**config.mk**
```make
export PLATFORM = sky130hd
export DESIGN_NAME = rotrip_top
export DESIGN_NICKNAME = d
export VERILOG_FILES = /design/src/rotrip_pkg.sv /design/src/rotrip_core.sv /design/src/rotrip_top.sv
export SDC_FILE = /design/constraint.sdc
export NUM_CORES = 1
export LEC_CHECK = 0
export BUFFER_PORTS_ARGS = -buffer_cell sky130_fd_sc_hd__buf_2
export CORE_ASPECT_RATIO = 0.9
export CORE_MARGIN = 2
export CORE_UTILIZATION = 60
export DETAILED_ROUTE_END_ITERATION = 8
export GPL_TIMING_DRIVEN = 0
export PLACE_DENSITY_LB_ADDON = 0.05
export SYNTH_ARGS = -nofsm -noshare
export SYNTH_HDL_FRONTEND = slang
export SYNTH_HIERARCHICAL = 1
export SYNTH_SLANG_ARGS = --single-unit
```
**constraint.sdc**
```tcl
create_clock -name clk_sys_in -period 15.55 [get_ports clk_sys_in]
set_clock_uncertainty 0.05 [all_clocks]
set_input_delay 3.11 -clock clk_sys_in [delete_from_list [all_inputs] [get_ports clk_sys_in]]
set_output_delay 3.11 -clock clk_sys_in [all_outputs]
set_load 0.01 [all_outputs]
```
**src/rotrip_pkg.sv**
```systemverilog
// Package of the residual overcurrent trip block: register map, field layout,
// reset values and scaling constants. Used by the AXI4-Lite register file and the core.
// Operation
// - Selector: off, peak, fundamental; resets off
// - Threshold percent 10 to 1000, default 200
// - Trip when magnitude exceeds effective threshold
// - High-range option lifts upper limit to 3000
// - Inhibit input disables function, driven externally
// - Double input doubles effective threshold
// - Single general trip, also readable live
// - Event on each trip change, on or off
// - Trip within 15/25 ms at twice threshold
// - Characteristic applies above tenth of nominal
// - Peak mode derives peak of samples
// - No intentional delay in trip decision
package rotrip_pkg;
    // Register byte offsets
    localparam logic [7:0] ROTRIP_CTRL_OFS = 8'h00;
    localparam logic [7:0] ROTRIP_THR_OFS = 8'h04;
    localparam logic [7:0] ROTRIP_STAT_OFS = 8'h08;
    localparam logic [7:0] ROTRIP_IRQ_OFS = 8'h0C;
    localparam logic [7:0] ROTRIP_MASK_OFS = 8'h10;
    localparam logic [7:0] ROTRIP_NOM_OFS = 8'h14;
    localparam logic [7:0] ROTRIP_MAG_OFS = 8'h18;

    // Operation selector encoding
    typedef enum logic [1:0] {ROTRIP_OP_OFF = 2'h0, ROTRIP_OP_PEAK = 2'h1, ROTRIP_OP_FUND = 2'h2} rotrip_op_t;

    // Threshold limits, percent of nominal
    localparam logic [11:0] ROTRIP_THR_MIN = 12'h00A;
    localparam logic [11:0] ROTRIP_THR_MAX = 12'h3E8;
    localparam logic [11:0] ROTRIP_THR_MAX_EXT = 12'hBB8;
    localparam logic [11:0] ROTRIP_THR_RST = 12'h0C8;
    localparam logic [11:0] ROTRIP_PCT_FULL = 12'h064;
    // Release ratio 0.85 kept as 85 over 100, no divider needed
    localparam logic [6:0] ROTRIP_RESET_PCT = 7'h55;
    // Nominal current default in sample units
    localparam logic [15:0] ROTRIP_NOM_RST = 16'h1000;

    // Interrupt event / control bit positions
    localparam int ROTRIP_EV_ON_BIT = 0;
    localparam int ROTRIP_EV_OFF_BIT = 1;
    localparam int ROTRIP_CTRL_EXT_BIT = 2;

    // Peak hold window, one fundamental period at sample rate
    localparam int ROTRIP_PEAK_WIN = 20;

    localparam logic [1:0] ROTRIP_RESP_OKAY = 2'h0;
    localparam logic [1:0] ROTRIP_RESP_SLVERR = 2'h2;
endpackage

```
**src/rotrip_core.sv**
```systemverilog
// Trip decision core: peak selection, threshold scaling, hysteresis compare.
// Assumes samples arrive with a one-cycle valid strobe on the system clock.
`timescale 1ns/1ps
`default_nettype none
module rotrip_core
    import rotrip_pkg::*;
#(
    parameter int SAMPLE_W = 16,
    parameter int PEAK_WIN = ROTRIP_PEAK_WIN
)
(
    // Clock and reset
    input wire logic clk_sys_in,
    input wire logic sys_rst_in,
    // Settings
    input wire rotrip_op_t op_mode_in,
    input wire logic [11:0] thr_pct_in,
    input wire logic [15:0] nominal_in,
    input wire logic threshold_x2_in,
    input wire logic function_inhibit_in,
    // Measurements
    input wire logic signed [SAMPLE_W-1:0] sample_in,
    input wire logic sample_valid_in,
    input wire logic [SAMPLE_W-1:0] residual_fundamental_rms_in,
    // Results
    output logic internal_trip_out,
    output logic [SAMPLE_W-1:0] magnitude_out
);
    localparam int CW = $clog2(PEAK_WIN + 1);

    logic [SAMPLE_W-1:0] abs_sample;
    logic [SAMPLE_W-1:0] win_max_r;
    logic [SAMPLE_W-1:0] residual_peak_value_r;
    logic [CW-1:0] win_cnt_r;
    logic [SAMPLE_W-1:0] mag;
    logic [47:0] level_scaled;
    logic [47:0] mag_scaled;
    logic [47:0] reset_scaled;
    logic enabled;
    logic pick;
    logic drop;
    logic trip_r;

    assign abs_sample = sample_in[SAMPLE_W-1] ? SAMPLE_W'(-sample_in) : sample_in;

    // Peak over one window; a cycle is the sample period, not the clock
    always_ff @(posedge clk_sys_in or posedge sys_rst_in)
    begin
        if (sys_rst_in)
        begin
            win_max_r <= '0;
            residual_peak_value_r <= '0;
            win_cnt_r <= '0;
        end
        else if (sample_valid_in)
        begin
            if (win_cnt_r == CW'(PEAK_WIN - 1))
            begin
                win_cnt_r <= '0;
                win_max_r <= abs_sample;
                residual_peak_value_r <= (abs_sample > win_max_r) ? abs_sample : win_max_r;
            end
            else
            begin
                win_cnt_r <= win_cnt_r + CW'(1);
                win_max_r <= (abs_sample > win_max_r) ? abs_sample : win_max_r;
                // Running peak also lifts output so a rising fault is seen at once
                if (abs_sample > residual_peak_value_r)
                    residual_peak_value_r <= abs_sample;
            end
        end
    end

    assign mag = (op_mode_in == ROTRIP_OP_FUND) ? residual_fundamental_rms_in : residual_peak_value_r;
    assign magnitude_out = mag;

    // Compare mag*100 against nominal*pct(*2); no division in the path
    assign level_scaled = 48'(nominal_in) * 48'(thr_pct_in) * (threshold_x2_in ? 48'd2 : 48'd1);
    assign mag_scaled = 48'(mag) * 48'(ROTRIP_PCT_FULL);
    assign reset_scaled = 48'(mag) * 48'(ROTRIP_PCT_FULL) * 48'(ROTRIP_PCT_FULL);
    assign enabled = (op_mode_in != ROTRIP_OP_OFF) && !function_inhibit_in;
    assign pick = mag_scaled > level_scaled;
    // Release when mag < 0.85 * level
    assign drop = reset_scaled < level_scaled * 48'(ROTRIP_RESET_PCT);

    always_ff @(posedge clk_sys_in or posedge sys_rst_in)
    begin
        if (sys_rst_in)
            trip_r <= 1'b0;
        else if (!enabled)
            trip_r <= 1'b0;
        else if (pick)
            trip_r <= 1'b1;
        else if (drop)
            trip_r <= 1'b0;
    end

    assign internal_trip_out = trip_r;
endmodule // rotrip_core
`default_nettype wire

```
**src/rotrip_top.sv**
```systemverilog
// Residual overcurrent trip block with AXI4-Lite register file and interrupt.
// Assumes samples and block inputs are synchronous to clk_sys_in.
//
// The register addresses and register access over AXI4-Lite were chosen for this implementation.
`timescale 1ns/1ps
`default_nettype none
module rotrip_top
    import rotrip_pkg::*;
#(
    parameter int SAMPLE_W = 16
)
(
    // Clock and reset
    input wire logic clk_sys_in,
    input wire logic sys_rst_in,
    // AXI4-Lite write address
    input wire logic [7:0] s_axi_awaddr_in,
    input wire logic s_axi_awvalid_in,
    output logic s_axi_awready_out,
    // AXI4-Lite write data
    input wire logic [31:0] s_axi_wdata_in,
    input wire logic [3:0] s_axi_wstrb_in,
    input wire logic s_axi_wvalid_in,
    output logic s_axi_wready_out,
    // AXI4-Lite write response
    output logic [1:0] s_axi_bresp_out,
    output logic s_axi_bvalid_out,
    input wire logic s_axi_bready_in,
    // AXI4-Lite read address
    input wire logic [7:0] s_axi_araddr_in,
    input wire logic s_axi_arvalid_in,
    output logic s_axi_arready_out,
    // AXI4-Lite read data
    output logic [31:0] s_axi_rdata_out,
    output logic [1:0] s_axi_rresp_out,
    output logic s_axi_rvalid_out,
    input wire logic s_axi_rready_in,
    // Measurement front end
    input wire logic signed [SAMPLE_W-1:0] residual_sample_in,
    input wire logic residual_sample_valid_in,
    input wire logic [SAMPLE_W-1:0] residual_fundamental_rms_in,
    // Binary inputs and option strap
    input wire logic function_inhibit_in,
    input wire logic threshold_x2_in,
    input wire logic high_range_fitted_in,
    // Results
    output logic general_trip_out,
    output logic irq_out
);
    logic [1:0] op_r;
    logic ext_r;
    logic [11:0] thr_r;
    logic [15:0] nom_r;
    logic [1:0] irq_stat_r;
    logic [1:0] irq_mask_r;
    logic aw_held_r;
    logic w_held_r;
    logic [7:0] aw_addr_r;
    logic [31:0] w_data_r;
    logic [3:0] w_strb_r;
    logic bvalid_r;
    logic [1:0] bresp_r;
    logic rvalid_r;
    logic [31:0] rdata_r;
    logic [1:0] rresp_r;
    logic trip_d_r;
    logic internal_trip;
    logic [SAMPLE_W-1:0] magnitude;
    logic do_write;
    logic do_read;
    logic [11:0] thr_wr;
    logic [11:0] thr_hi;
    logic [1:0] op_wr;
    logic [1:0] ev_set;
    logic [1:0] ev_clr;
    logic wr_hit;
    logic rd_hit;
    logic [31:0] rd_mux;
    rotrip_op_t op_mode;

    // Write fires once both halves held; response slot must be free
    assign s_axi_awready_out = !aw_held_r && !bvalid_r;
    assign s_axi_wready_out = !w_held_r && !bvalid_r;
    assign do_write = aw_held_r && w_held_r && !bvalid_r;
    assign s_axi_arready_out = !rvalid_r;
    assign do_read = s_axi_arvalid_in && !rvalid_r;

    // Threshold clamped to the legal range; high-range option lifts the top
    assign thr_hi = (ext_r && high_range_fitted_in) ? ROTRIP_THR_MAX_EXT : ROTRIP_THR_MAX;
    assign thr_wr = (w_data_r[11:0] < ROTRIP_THR_MIN) ? ROTRIP_THR_MIN :
                    (w_data_r[11:0] > thr_hi) ? thr_hi : w_data_r[11:0];
    // Undefined selector code falls back to off
    assign op_wr = (w_data_r[1:0] == 2'h3) ? ROTRIP_OP_OFF : w_data_r[1:0];
    assign op_mode = rotrip_op_t'(op_r);

    assign wr_hit = (aw_addr_r == ROTRIP_CTRL_OFS) || (aw_addr_r == ROTRIP_THR_OFS) ||
                    (aw_addr_r == ROTRIP_IRQ_OFS) || (aw_addr_r == ROTRIP_MASK_OFS) ||
                    (aw_addr_r == ROTRIP_NOM_OFS);
    function automatic logic wr_hit_rd(input logic [7:0] a);
        wr_hit_rd = (a == ROTRIP_CTRL_OFS) || (a == ROTRIP_THR_OFS) || (a == ROTRIP_STAT_OFS) ||
                    (a == ROTRIP_IRQ_OFS) || (a == ROTRIP_MASK_OFS) || (a == ROTRIP_NOM_OFS) ||
                    (a == ROTRIP_MAG_OFS);
    endfunction

    assign rd_hit = wr_hit_rd(s_axi_araddr_in);

    // Live trip state readable in the status word
    assign rd_mux = (s_axi_araddr_in == ROTRIP_CTRL_OFS) ? {29'h0, ext_r, op_r} :
                    (s_axi_araddr_in == ROTRIP_THR_OFS) ? {20'h0, thr_r} :
                    (s_axi_araddr_in == ROTRIP_STAT_OFS) ? {28'h0, high_range_fitted_in, threshold_x2_in,
                                                            function_inhibit_in, general_trip_out} :
                    (s_axi_araddr_in == ROTRIP_IRQ_OFS) ? {30'h0, irq_stat_r} :
                    (s_axi_araddr_in == ROTRIP_MASK_OFS) ? {30'h0, irq_mask_r} :
                    (s_axi_araddr_in == ROTRIP_NOM_OFS) ? {16'h0, nom_r} :
                    (s_axi_araddr_in == ROTRIP_MAG_OFS) ? 32'(magnitude) : 32'h0000_0000;

    // Trip on and trip off events; set beats a simultaneous clear
    assign ev_set = {trip_d_r & ~internal_trip, internal_trip & ~trip_d_r};
    assign ev_clr = (do_write && aw_addr_r == ROTRIP_IRQ_OFS && w_strb_r[0]) ? w_data_r[1:0] : 2'h0;

    always_ff @(posedge clk_sys_in or posedge sys_rst_in)
    begin
        if (sys_rst_in)
        begin
            aw_held_r <= 1'b0;
            w_held_r <= 1'b0;
            aw_addr_r <= 8'h00;
            w_data_r <= 32'h0000_0000;
            w_strb_r <= 4'h0;
            bvalid_r <= 1'b0;
            bresp_r <= ROTRIP_RESP_OKAY;
        end
        else
        begin
            if (s_axi_awvalid_in && s_axi_awready_out)
            begin
                aw_held_r <= 1'b1;
                aw_addr_r <= s_axi_awaddr_in;
            end
            if (s_axi_wvalid_in && s_axi_wready_out)
            begin
                w_held_r <= 1'b1;
                w_data_r <= s_axi_wdata_in;
                w_strb_r <= s_axi_wstrb_in;
            end
            if (do_write)
            begin
                aw_held_r <= 1'b0;
                w_held_r <= 1'b0;
                bvalid_r <= 1'b1;
                bresp_r <= wr_hit ? ROTRIP_RESP_OKAY : ROTRIP_RESP_SLVERR;
            end
            else if (bvalid_r && s_axi_bready_in)
                bvalid_r <= 1'b0;
        end
    end

    always_ff @(posedge clk_sys_in or posedge sys_rst_in)
    begin
        if (sys_rst_in)
        begin
            op_r <= ROTRIP_OP_OFF;
            ext_r <= 1'b0;
            thr_r <= ROTRIP_THR_RST;
            nom_r <= ROTRIP_NOM_RST;
            irq_mask_r <= 2'h0;
        end
        else if (do_write && w_strb_r[0])
        begin
            if (aw_addr_r == ROTRIP_CTRL_OFS)
            begin
                op_r <= op_wr;
                ext_r <= w_data_r[ROTRIP_CTRL_EXT_BIT];
            end
            if (aw_addr_r == ROTRIP_THR_OFS)
                thr_r <= thr_wr;
            if (aw_addr_r == ROTRIP_MASK_OFS)
                irq_mask_r <= w_data_r[1:0];
            if (aw_addr_r == ROTRIP_NOM_OFS)
                nom_r <= w_data_r[15:0];
        end
    end

    always_ff @(posedge clk_sys_in or posedge sys_rst_in)
    begin
        if (sys_rst_in)
        begin
            irq_stat_r <= 2'h0;
            trip_d_r <= 1'b0;
        end
        else
        begin
            trip_d_r <= internal_trip;
            irq_stat_r <= (irq_stat_r & ~ev_clr) | ev_set;
        end
    end

    always_ff @(posedge clk_sys_in or posedge sys_rst_in)
    begin
        if (sys_rst_in)
        begin
            rvalid_r <= 1'b0;
            rdata_r <= 32'h0000_0000;
            rresp_r <= ROTRIP_RESP_OKAY;
        end
        else if (do_read)
        begin
            rvalid_r <= 1'b1;
            rdata_r <= rd_mux;
            rresp_r <= rd_hit ? ROTRIP_RESP_OKAY : ROTRIP_RESP_SLVERR;
        end
        else if (rvalid_r && s_axi_rready_in)
            rvalid_r <= 1'b0;
    end

    rotrip_core #(
        .SAMPLE_W(SAMPLE_W),
        .PEAK_WIN(ROTRIP_PEAK_WIN)
    ) u_core (
        .clk_sys_in(clk_sys_in),
        .sys_rst_in(sys_rst_in),
        .op_mode_in(op_mode),
        .thr_pct_in(thr_r),
        .nominal_in(nom_r),
        .threshold_x2_in(threshold_x2_in),
        .function_inhibit_in(function_inhibit_in),
        .sample_in(residual_sample_in),
        .sample_valid_in(residual_sample_valid_in),
        .residual_fundamental_rms_in(residual_fundamental_rms_in),
        .internal_trip_out(internal_trip),
        .magnitude_out(magnitude)
    );

    // Combined trip is the registered decision, no added delay
    assign general_trip_out = internal_trip;
    assign irq_out = |(irq_stat_r & irq_mask_r);

    assign s_axi_bvalid_out = bvalid_r;
    assign s_axi_bresp_out = bresp_r;
    assign s_axi_rvalid_out = rvalid_r;
    assign s_axi_rdata_out = rdata_r;
    assign s_axi_rresp_out = rresp_r;
endmodule // rotrip_top
`default_nettype wire

```
==> metrics.csv <==
metric;value;unit
hold crit path type;reg -> reg;
Pre-antenna DRT Iters;5;
RSZ-0062 raised after global routing;no;
pin count of the biggest net entering global routing;74;
Post-CTS Resized;0;
status;complete, no violations;
TritonCTS Buffers;17;
critical path arrival;13980;ps
Worst Path Max Fanout;10;
maximum clock path buffer count;2;
Worst path top cell family by delay;adder cells;
worst reg-to-reg setup slack;1840;ps
Slew Viols, Final;0;
most frequent cell after synthesis;inv_1;
CTS Sinks;121;
routed wire length;57920;µm
Worst-Margin Slew;1306;ps
synth warn;6;
number of remaining DRC errors;0;
Final period util;0.8818;
Commonest cells post-synth;inv_1, ha_1, nand2_1;
vias;18690;
initial antenna violation count;0;
H-tree depth;4;
share of post-route cells with drive strength above 1;0.09186;
gr usage total;0.3029;
min cycle time layout;13710;ps
first-pass GRT wire length;95270;µm
total negative slack;0;ps
Mapped Area;22510;µm²
top cell type by total area after synthesis;ha_1;
DP HPWL;48790;µm
gpl congestion;0.9434;
Max-Cap Viols;0;
nets;3431;
Initial Utilization;0.6060;
average wire per cell in the routed design;17.83;µm
setup violators final;0;
CTS tree;yes;
crit start category;flip-flop;
Initial DRC Count;1390;
Ant. Diodes;0;
Buffers on Ports;99;
Worst setup EP type;flip-flop;
Area contributors post-synth;ha_1, fa_1, dfrtp_1;
io pins;138;
Mapped Cells;2616;
worst skew pair latency;420;ps
Hold Vio Cnt, Final;0;
post-synthesis sequential area ratio;0.1348;
ys async rst share;1.000;
number of synthesized flops with an enable pin;0;
hold-fix buffer count after cts;0;
Worst path max stage delay;770;ps
chip width;208.2;µm
vias in the first global route;18610;
critical path type;reg -> reg;
#FFs+latches synth;121;
die area;39080;µm²
syn_area_per_cell;8.603;µm²
grt total ovfl;0;
Routed Antenna Nets;0;
post-CTS setup buffers;0;
FP Rows;67;
number of distinct library cells after synthesis;87;
Chip Height;187.7;µm
Top FF cell, synth;dfrtp_1;
Clock Tree Root;clkbuf_16;
Layout Area Growth over Synthesis;7.989;%
DR vias/cell;5.754;
Worst slew margin;0.1201;
Critical-path top delay cell;a2111oi_0;
Core Area;37140;µm²
worst endpoint required time;15820;ps
Crit path buffers/inverters;8;
Yosys top cell area share;0.2029;
Clock transition at path regs;60;ps
final hold slack;431.8;ps
Fmax;72.93;MHz
-- sequential cells by signal, summed over array words and instances, names as in the netlist, 2 cells and up --
register / count
aw_addr_r: 8
irq_mask_r: 2
irq_stat_r: 2
nom_r: 16
op_mode: 2
s_axi_rdata_out: 16
thr_r: 12
u_core/residual_peak_value_r: 16
u_core/win_cnt_r: 5
u_core/win_max_r: 16
w_data_r: 16
-- per-layer routing --
layer,part of all wire,track usage
met5,0,0
met2,0.45,0.4894
met4,0.017,0.07111
met3,0.068,0.03885
met1,0.46,0.4346
-- cell type report --
cell class | instances | area, µm²
Fill cell | 3256 | 12830
Sequential cell | 121 | 3033
Inverter | 478 | 1797
Tap cell | 483 | 604.3
Clock inverter | 11 | 143.9
Timing Repair Buffer | 100 | 523.0
Buffer | 92 | 425.4
Clock buffer | 21 | 460.4
Multi-Input combinational cell | 1942 | 17320
-- worst register-to-register path: cells and delay by family (launching register included) --
kind,cells,cell delay (ps)
adders and majority gates,12,4980
AOI/OAI and AO/OA,13,4300
and+or+nand+nor,9,1980
buffers and inverters,8,1350
DFF,1,700
xor gates and xnor gates,2,250
-- cell usage in the layout (no fill, tap or decap), types with 9 or more instances in the layout --
master / n
inv_1: 474
ha_1: 365
nand2_1: 275
fa_1: 219
o21ai_0: 126
dfrtp_1: 117
a21oi_1: 116
buf_2: 103
nor2_1: 89
and2_1: 72
clkbuf_1: 68
mux2_2: 66
xnor2_1: 64
a21o_1: 53
xor2_1: 38
nand3_1: 35
nor3_1: 32
nor2b_1: 30
mux2i_1: 28
nand2b_1: 27
a22oi_1: 19
nand4_1: 19
conb_1: 19
o21a_1: 18
buf_4: 18
and3_1: 17
clkbuf_16: 17
a211oi_1: 16
nor4_1: 14
a31oi_1: 14
a22o_1: 13
o21bai_1: 13
o21ai_1: 11
o31ai_1: 11
or3_1: 9
-- through the flow --
stage / cells / instance area, µm² / setup WS, ps / utilization
6_report: 3248 / 24300 / 1839 / 0.6545
5_1_grt: 3248 / 24300 / 1082 / 0.6545
4_1_cts: 3248 / 24300 / 1872 / 0.6545
3_5_place_dp: 3216 / 23700 / 1914 / 0.6382
3_3_place_gp: 3215 / 23670 / 2035 / 0.6374
2_1_floorplan: 2633 / 22570 / 4354 / -
-- worst paths after layout --
check	start	end	depth (start not counted)
min	u_core/residual_peak_value_r[4]	u_core/residual_peak_value_r[4]	2
min reg2reg	u_core/residual_peak_value_r[4]	u_core/residual_peak_value_r[4]	2
min in group asynchronous	sys_rst_in	s_axi_rvalid_out	2
max reg2reg	thr_r[4]	u_core/internal_trip_out	44
max	thr_r[4]	u_core/internal_trip_out	44
max in group asynchronous	sys_rst_in	u_core/residual_peak_value_r[15]	2
-- kinds of logic (layout without fill, tap and decap cells) --
logic type	after synthesis	after routing	synth area share
fa+ha+maj	584	584	0.3977
buf+inv	570	702	0.09862
other cells	2	19	0.0003337
flops	121	121	0.1348
mux	95	95	0.04614
simple gates	660	660	0.1460
xor+xnor	103	103	0.04042
compound gates	481	481	0.1360
Power is left out: the tool's default activity adds up to more than one toggle a clock period on the data nets, which glitch-free logic cannot reach.
